===== src/design/adc_ctrl_pkg.sv =====
// shared constants and types for the two-channel converter serial control
package adc_ctrl_pkg;

  localparam int RES_BITS = 12; // result width, 4096 codes
  localparam int CTRL_BITS = 8; // control word width
  localparam int FIFO_DEPTH = 32; // sample buffer depth
  localparam int SEL_LOW_BIT = 3; // input select bit in control word
  localparam int SYNC_STAGES = 3; // pin synchroniser depth
  localparam int CNT_W = 5;

  localparam logic [CNT_W-1:0] CONV_CYCLES = 5'h10; // clocks per conversion
  localparam logic [CNT_W-1:0] TRACK_LAST = 5'h03; // last tracking cycle
  localparam logic [CNT_W-1:0] HOLD_FALL = 5'h04; // falling edge that holds
  localparam logic [CNT_W-1:0] DATA_FALL = 5'h05; // first result bit edge
  localparam logic [CNT_W-1:0] CTRL_LAST = 5'h08; // rising edges for word
  localparam logic CHAN_DEFAULT = 1'h0; // first input after reset

  typedef enum logic [1:0] {PH_IDLE, PH_WAIT, PH_ACTIVE} phase_t;

endpackage


===== src/design/sample_if.sv =====
// sample stream carrier between the converter control and its buffer
`timescale 1ns/1ps
interface sample_if #(parameter int W = 12);
  logic [W-1:0] inData;
  logic inValid;
  logic inReady;
  logic [W-1:0] outData;
  logic outValid;
  logic outReady;

  modport buffer (
    input inData, inValid, outReady,
    output inReady, outData, outValid
  );
  modport user (
    output inData, inValid, outReady,
    input inReady, outData, outValid
  );
endinterface


===== src/design/sample_fifo.sv =====
// parameterised valid/ready fifo holding digitised samples
`timescale 1ns/1ps
module sample_fifo #(
  parameter int WIDTH = 12,
  parameter int DEPTH = 32
) (
  input wire logic clock,
  input wire logic rst,
  sample_if.buffer port
);
  localparam int AW = $clog2(DEPTH);

  typedef struct packed {
    logic [AW-1:0] wp;
    logic [AW-1:0] rp;
    logic [AW:0] cnt;
    logic inRdy;
    logic outVld;
  } fifo_state_t;

  fifo_state_t q;
  fifo_state_t d;
  logic [WIDTH-1:0] mem [DEPTH];
  logic push;
  logic pop;

  assign push = port.inValid && q.inRdy;
  assign pop = port.outReady && q.outVld;
  assign port.inReady = q.inRdy;
  assign port.outValid = q.outVld;
  assign port.outData = mem[q.rp];

  // flags are registered so ready and valid never glitch
  always_comb begin
    d = q;
    if (push) begin
      d.wp = (q.wp == AW'(DEPTH - 1)) ? '0 : q.wp + 1'b1;
    end
    if (pop) begin
      d.rp = (q.rp == AW'(DEPTH - 1)) ? '0 : q.rp + 1'b1;
    end
    case ({push, pop})
      2'h2: d.cnt = q.cnt + 1'b1;
      2'h1: d.cnt = q.cnt - 1'b1;
      default: d.cnt = q.cnt;
    endcase
    d.inRdy = d.cnt != (AW+1)'(DEPTH);
    d.outVld = d.cnt != '0;
  end

  always_ff @(posedge clock or posedge rst) begin
    if (rst) begin
      q <= '{wp: '0, rp: '0, cnt: '0, inRdy: 1'b1, outVld: 1'b0};
    end else begin
      q <= d;
    end
  end

  // storage has no reset; only written words are ever read
  always_ff @(posedge clock) begin
    if (push) begin
      mem[q.wp] <= port.inData;
    end
  end
endmodule


===== src/design/adc_serial_ctrl.sv =====
// serial framing, channel select and result shifter of the converter
`timescale 1ns/1ps
module adc_serial_ctrl
  import adc_ctrl_pkg::*;
#(
  parameter int WIDTH = RES_BITS,
  parameter int DEPTH = FIFO_DEPTH
) (
  input wire logic clock,
  input wire logic rst,
  input wire logic csN,
  input wire logic sclk,
  input wire logic din,
  output logic dout,
  output logic doutOeN,
  output logic muxSelect,
  output logic tracking,
  output logic powered,
  input wire logic [WIDTH-1:0] sampleData,
  input wire logic sampleValid,
  output logic sampleReady
);

  typedef struct packed {
    logic [SYNC_STAGES-1:0] sclkSync;
    logic [SYNC_STAGES-1:0] csSync;
    logic [SYNC_STAGES-1:0] dinSync;
    logic sclkLvl;
    logic csLvl;
    phase_t phase;
    logic [CNT_W-1:0] riseCnt;
    logic [CNT_W-1:0] fallCnt;
    logic [CTRL_BITS-1:0] ctrlShift;
    logic nextSel;
    logic muxSel;
    logic [WIDTH-1:0] result;
    logic doutBit;
    logic doutOeN;
    logic tracking;
    logic powered;
    logic popReq;
  } state_t;

  state_t q;
  state_t d;
  logic sclkRise;
  logic sclkFall;
  logic csFall;
  logic csRise;
  logic [CTRL_BITS-1:0] ctrlWord;
  logic [CNT_W-1:0] fallNext;

  sample_if #(.W(WIDTH)) samples ();

  sample_fifo #(.WIDTH(WIDTH), .DEPTH(DEPTH)) buffer (
    .clock(clock),
    .rst(rst),
    .port(samples.buffer)
  );

  // source stalls on sampleReady once the buffer fills
  assign samples.inData = sampleData;
  assign samples.inValid = sampleValid;
  assign samples.outReady = q.popReq;
  assign sampleReady = samples.inReady;

  // edges count only once stages two and three agree
  assign sclkRise = (q.sclkSync[2] == q.sclkSync[1]) && q.sclkSync[2]
                    && !q.sclkLvl;
  assign sclkFall = (q.sclkSync[2] == q.sclkSync[1]) && !q.sclkSync[2]
                    && q.sclkLvl;
  assign csFall = (q.csSync[2] == q.csSync[1]) && !q.csSync[2] && q.csLvl;
  assign csRise = (q.csSync[2] == q.csSync[1]) && q.csSync[2] && !q.csLvl;
  assign ctrlWord = {q.ctrlShift[CTRL_BITS-2:0], q.dinSync[2]};
  assign fallNext = q.fallCnt + 1'b1;

  assign dout = q.doutBit;
  assign doutOeN = q.doutOeN;
  assign muxSelect = q.muxSel;
  assign tracking = q.tracking;
  assign powered = q.powered;

  // first conversion step, shared by frame start and back-to-back
  function automatic state_t start_conv(state_t s);
    state_t r;
    r = s;
    r.phase = PH_ACTIVE;
    r.fallCnt = 5'h01;
    r.riseCnt = 5'h00;
    r.muxSel = s.nextSel;
    r.tracking = 1'b1;
    r.powered = 1'b1;
    r.doutBit = 1'b0;
    r.doutOeN = 1'b0;
    return r;
  endfunction

  // framing and conversion sequencing
  always_comb begin
    d = q;
    d.sclkSync = {q.sclkSync[1:0], sclk};
    d.csSync = {q.csSync[1:0], csN};
    d.dinSync = {q.dinSync[1:0], din};
    if (q.sclkSync[2] == q.sclkSync[1]) begin
      d.sclkLvl = q.sclkSync[2];
    end
    if (q.csSync[2] == q.csSync[1]) begin
      d.csLvl = q.csSync[2];
    end
    d.popReq = 1'b0;
    case (q.phase)
      PH_IDLE: begin
        // a low clock at frame start counts as the first falling edge
        if (csFall && !q.sclkLvl) begin
          d = start_conv(d);
        end else if (csFall) begin
          d.phase = PH_WAIT;
          d.powered = 1'b1;
          d.doutOeN = 1'b0;
          d.doutBit = 1'b0;
        end
      end
      PH_WAIT: begin
        if (csRise) begin
          d.phase = PH_IDLE;
          d.powered = 1'b0;
          d.doutOeN = 1'b1;
        end else if (sclkFall) begin
          d = start_conv(d);
        end
      end
      PH_ACTIVE: begin
        if (csRise) begin
          // frame end abandons the conversion in flight
          d.phase = PH_IDLE;
          d.powered = 1'b0;
          d.tracking = 1'b0;
          d.doutOeN = 1'b1;
        end else begin
          if (sclkRise && q.riseCnt < CONV_CYCLES) begin
            d.riseCnt = q.riseCnt + 1'b1;
            if (q.riseCnt < CTRL_LAST) begin
              d.ctrlShift = ctrlWord;
            end
            if (d.riseCnt == CTRL_LAST) begin
              // only the lowest select bit steers the mux
              d.nextSel = ctrlWord[SEL_LOW_BIT];
            end
          end
          if (sclkFall && q.riseCnt == CONV_CYCLES) begin
            d = start_conv(d);
          end else if (sclkFall && q.fallCnt < CONV_CYCLES) begin
            d.fallCnt = fallNext;
            if (fallNext == HOLD_FALL) begin
              // empty buffer converts to code zero
              d.tracking = 1'b0;
              d.result = samples.outValid ? samples.outData : '0;
              d.popReq = samples.outValid;
            end
            if (fallNext >= DATA_FALL) begin
              d.doutBit = q.result[WIDTH-1];
              d.result = {q.result[WIDTH-2:0], 1'b0};
            end
            if (fallNext == CONV_CYCLES) begin
              d.powered = 1'b0;
            end
          end
        end
      end
      default: begin
        d.phase = PH_IDLE;
      end
    endcase
  end

  always_ff @(posedge clock or posedge rst) begin
    if (rst) begin
      q <= '{sclkSync: '0, csSync: '1, dinSync: '0, sclkLvl: 1'b0,
             csLvl: 1'b1, phase: PH_IDLE, riseCnt: '0, fallCnt: '0,
             ctrlShift: '0, nextSel: CHAN_DEFAULT, muxSel: CHAN_DEFAULT,
             result: '0, doutBit: 1'b0, doutOeN: 1'b1, tracking: 1'b0,
             powered: 1'b0, popReq: 1'b0};
    end else begin
      q <= d;
    end
  end
endmodule


===== config.mk =====
export PLATFORM = sky130hd
export DESIGN_NAME = adc_serial_ctrl
export DESIGN_NICKNAME = d
export VERILOG_FILES = /design/src/design/adc_ctrl_pkg.sv /design/src/design/sample_if.sv /design/src/design/sample_fifo.sv /design/src/design/adc_serial_ctrl.sv
export SDC_FILE = /design/constraint.sdc
export NUM_CORES = 1
export LEC_CHECK = 0
export ABC_CLOCK_PERIOD_IN_PS = 3500
export BUFFER_PORTS_ARGS = -buffer_cell sky130_fd_sc_hd__buf_2
export CAP_MARGIN = 20
export CORE_AREA = 10 10 194 196
export CTS_BUF_LIST = sky130_fd_sc_hd__clkbuf_16
export CTS_CLUSTER_DIAMETER = 40
export DETAILED_ROUTE_END_ITERATION = 8
export DIE_AREA = 0 0 204 206
export GPL_ROUTABILITY_DRIVEN = 0
export PLACE_DENSITY = 0.72
export SYNTH_ARGS = -nofsm -noshare
export SYNTH_HDL_FRONTEND = slang
export SYNTH_SLANG_ARGS = --single-unit

===== constraint.sdc =====
create_clock -name clock -period 3.5 [get_ports clock]
set_clock_uncertainty 0.15 [all_clocks]
set_input_delay 0.7 -clock clock [delete_from_list [all_inputs] [get_ports clock]]
set_output_delay 0.7 -clock clock [all_outputs]
set_load 0.03 [all_outputs]

==> flow_results.org <==
** Status
- Run status :: complete, no violations

** Synth
- In the synthesized netlist the dominant register cell turns out to be sky130_fd_sc_hd__edfxtp_1.
- Nets in the synthesized netlist :: 1106
- Number of enable flip-flop cells after synthesis :: 384
- Post-Synthesis Mean Instance Area :: 17.1 um^2
- During synthesis, Yosys emitted a total of 0 warnings.
- Cell count after synthesis :: around 1100
- Area of the mapped netlist :: 18300 um^2
- Post-synthesis sequential element count :: 447
- Share of synthesized flip-flops with an asynchronous set or reset :: 0.141
- Share of the yosys chip area belonging to registers :: 0.718
- The number of different library cells used by synthesis comes to 68.

** Timing
- Setup total negative slack on the finished layout was measured at 0 ns.
- Worst Tran Pin Value :: between 0.7 and 0.8 ns
- Period Utilization, post-route :: 0.818
- Slew Limit Headroom :: 0.507
- Setup repair after global routing left no endpoint under its margin.
- Final setup violation count :: 0
- For this run, the top clock speed supported by timing is 0.349 GHz.
- Worst path setup slack after routing :: 0.636 ns
- Hold timing on the final database bottoms out at a slack of 0.0678 ns.
- The max-slew violation total from the final report was 0.
- The final count of hold timing violations came to 0.
- Clock period minus worst slack :: 2.86 ns

** Detailed routing
- Summing over every cut layer, the via total after detailed routing is 10100.
- For this run, design rule violations remaining after detail routing come to 0.
- In this run, the number of DRC markers left after iteration 0 of detailed routing was between 900 and 1000.
- For this run, the detailed router's first-pass iteration total came to 7.
- Wires add up to 39.6 mm.
- Number of nets with antenna violations after routing :: 0
- Using the TritonRoute via totals, the vias-per-cell ratio works out to 6.13.
- Mean routed wirelength per cell :: 24.0 um

** Finish
- Most used cells in the layout excluding fill and tap cells :: sky130_fd_sc_hd__edfxtp_1, sky130_fd_sc_hd__nor2_1, sky130_fd_sc_hd__mux4_2
- Leading cell type in the layout, fill and taps excluded :: sky130_fd_sc_hd__edfxtp_1
- # diodes :: 0
- After routing the design area is 21000 um^2.
- Final core utilization :: 0.618
- Number of nets in the layout :: roughly 1200
- Non-filler cells in the finished layout :: 1647
- Of the cells placed in the final design, the portion with a size suffix greater than 1 is 0.227.
- From synthesis to final layout, the design area changed by 14.7%.

** CTS
- Clock Sink Count :: 447
- Post-CTS timing repair inserted 0 buffers for setup.
- The number of clock buffers added by TritonCTS is 53.
- CTS root buffer :: sky130_fd_sc_hd__clkbuf_16
- Clock-pin slew was measured on the worst setup and hold paths at 0.06 ns.
- Post-CTS Hold Fix Bufs :: 1
- Insertion delay of the later-clocked pin in the worst-skew pair :: 0.60 ns
- The clock passes through at most 3 buffers.
- The number of gates resized after CTS was 0.
- The H-tree generated during clock tree synthesis spans 2 levels.
- CTS tree :: done

** Pwr
- Switching power :: 3.39 mW
- The share of total power dissipated in the clock network is 0.415.
- P_leak :: roughly 7.0 nW
- Of the total power, the share spent switching nets is 0.253.
- Pwr Total :: 13.4 mW
- Combinational share of power :: 0.101
- For this design the ratio of total power to cell area is 638 nW/um^2.
- Worst-case vdd ir drop :: 0.000587 V
- Cell-internal power :: between 9 and 10 mW
- Of the total power, registers draw 0.485.

** GRT
- Entering global routing, the biggest net connects 47 pins.
- Total global routing overflow :: 0
- Wire length of the first global-routing pass :: 61.3 mm
- In the global route stage, overall resource usage came out at 0.192.
- The number of global-route vias before repair came to 10300.
- The number of antenna violations at the first check in global routing came to 0.

** Placed design
- Once detailed placement completed, the half-perimeter wirelength came to 23.2 mm.
- Area post-placement :: 19100 um^2
- Worst Setup Slack post-DPL :: 0.397 ns
- After detailed placement, the design holds a cell count of 1550.
- Port Buf Inserts :: 23

** Floorplan
- For this configuration, the core starts out at a cell density of 0.538.
- The core region is 33900 um^2.
- I/O pin count :: 24
- Die X-Extent :: 204 um
- In this run the vertical extent of the chip is 206 um.
- The floorplan has about 70 rows.
- Die outline area :: 42000 um^2

** Min path
- End of the worst hold path :: q[44]
- The worst hold path begins at csN.
- The path class of the tightest hold or removal check is in2reg.
- Number of cells traversed by the worst hold path :: 1

** Worst setup path
- STA classifies the critical path endpoint as a register.
- Type of the setup path with the least slack :: reg2reg
- In this run the worst setup path begins at buffer.port.outValid.
- Traced cell by cell, the critical path runs through nand2_2 -> inv_2 -> nand2_2 -> xnor2_1 -> ha_1 -> a21oi_1 -> a2bb2oi_1 -> a2111oi_0 -> a21oi_1 -> a2111oi_2 -> nand2_1.
- In this run the critical register-to-register path is captured at buffer.port.outValid.
- Reg-to-reg critical path startpoint :: buffer.port.outValid
- For the worst flop-to-flop path, the logic depth is 11.
- STA puts the critical path data arrival time at 3.17 ns.
- Worst-path maximum fanout :: 16
- For the worst setup path, the data required time is around 3.8 ns.
- STA classifies the critical path startpoint as a register.
- Slowest cell on the critical path :: sky130_fd_sc_hd__a2111oi_2
- Reg-to-reg setup timing slack :: between 0.6 and 0.7 ns
- Crit path largest cell delay :: 0.43 ns

** Job
- Max-cap violations in this run came to 0.
[sequential cells by signal, indices dropped and copies added, names as in the netlist, 4 cells and up]
register	count
buffer.mem	384
buffer.q	16
ctrlWord	4
q	35
[cell families after synthesis]
kind of cell    after synthesis  share of synthesized area
mux                         131                      0.122
flops                       447                      0.718
xor+xnor                      7                    0.00377
fa+ha+maj                    19                     0.0130
compound gates              173                     0.0642
simple gates                210                     0.0554
buf+inv                      82                     0.0235
[how the worst max path moves through the flow]
stage / endpoint / cells past startpoint / slack, ns
6_report: buffer.port.outValid / 11 / 0.64
2_1_floorplan: buffer.port.outValid / 11 / 0.64
3_3_place_gp: buffer.port.outValid / 12 / 0.42
5_1_grt: buffer.port.outValid / 11 / 0.40
3_5_place_dp: buffer.port.outValid / 12 / 0.40
4_1_cts: buffer.port.outValid / 11 / 0.67
[synth_stat cells, types with 5 or more instances]
library cell / instances / share of area
sky130_fd_sc_hd__buf_4: 10 / 0.0041
sky130_fd_sc_hd__a32oi_1: 12 / 0.0058
sky130_fd_sc_hd__and3_1: 5 / 0.0017
sky130_fd_sc_hd__or3_1: 5 / 0.0017
sky130_fd_sc_hd__o22ai_1: 12 / 0.0041
sky130_fd_sc_hd__mux2_2: 7 / 0.0043
sky130_fd_sc_hd__o221ai_1: 14 / 0.0067
sky130_fd_sc_hd__clkbuf_1: 21 / 0.0043
sky130_fd_sc_hd__edfxtp_1: 384 / 0.63
sky130_fd_sc_hd__mux4_2: 73 / 0.090
sky130_fd_sc_hd__buf_6: 8 / 0.0049
sky130_fd_sc_hd__a211oi_1: 12 / 0.0049
sky130_fd_sc_hd__buf_2: 17 / 0.0047
sky130_fd_sc_hd__o21ai_0: 26 / 0.0071
sky130_fd_sc_hd__ha_1: 19 / 0.013
sky130_fd_sc_hd__nand2_1: 61 / 0.013
sky130_fd_sc_hd__dfrtp_1: 57 / 0.078
sky130_fd_sc_hd__o31ai_1: 6 / 0.0025
sky130_fd_sc_hd__a21oi_1: 42 / 0.012
sky130_fd_sc_hd__dfstp_2: 6 / 0.0086
sky130_fd_sc_hd__nand3b_1: 6 / 0.0025
sky130_fd_sc_hd__nor2_1: 73 / 0.015
sky130_fd_sc_hd__a22oi_1: 21 / 0.0086
sky130_fd_sc_hd__mux2i_1: 50 / 0.027
sky130_fd_sc_hd__nand2b_1: 9 / 0.0031
sky130_fd_sc_hd__inv_1: 24 / 0.0049
sky130_fd_sc_hd__nand3_1: 16 / 0.0044
[cell type report]
type | count | area, um^2
flip-flops and latches | 447 | 13100
fillers | 2410 | 13000
multi-input cells | 540 | 4730
clock buffers | 56 | 1400
repair buffers | 83 | 631
well taps | 455 | 569
clock inverters | 40 | 415
inverters | 26 | 100
[power groups by stage]
stage | combinational (mW) | sequential, mW | clock, mW
floorplan | 0.979 | 6.44 | 0
global placement | 1.30 | 6.56 | 0
detailed placement | 1.34 | 6.58 | 0
CTS | 1.35 | 6.48 | 5.64
global route | 1.49 | 6.52 | 5.88
finish | 1.35 | 6.49 | 5.55
[critical path: cells and delay by family (launching register included)]
family	cells	cell delay, ns
and+or+nand+nor	3	0.52
buffers and inverters	1	0.15
adders and majority gates	1	0.26
AOI/OAI and AO/OA	5	1.14
xor gates and xnor gates	1	0.13
DFF	1	0.40
[per-layer routing]
layer  up-vias  share of wire  global-route usage
li1       4414              -                   -
met1      5118           0.39               0.250
met2       471           0.49               0.311
met3        99          0.088              0.0415
met4         0          0.037              0.0762
met5         -              0                   0
No activity file was read; power rests on OpenSTA's default activity.
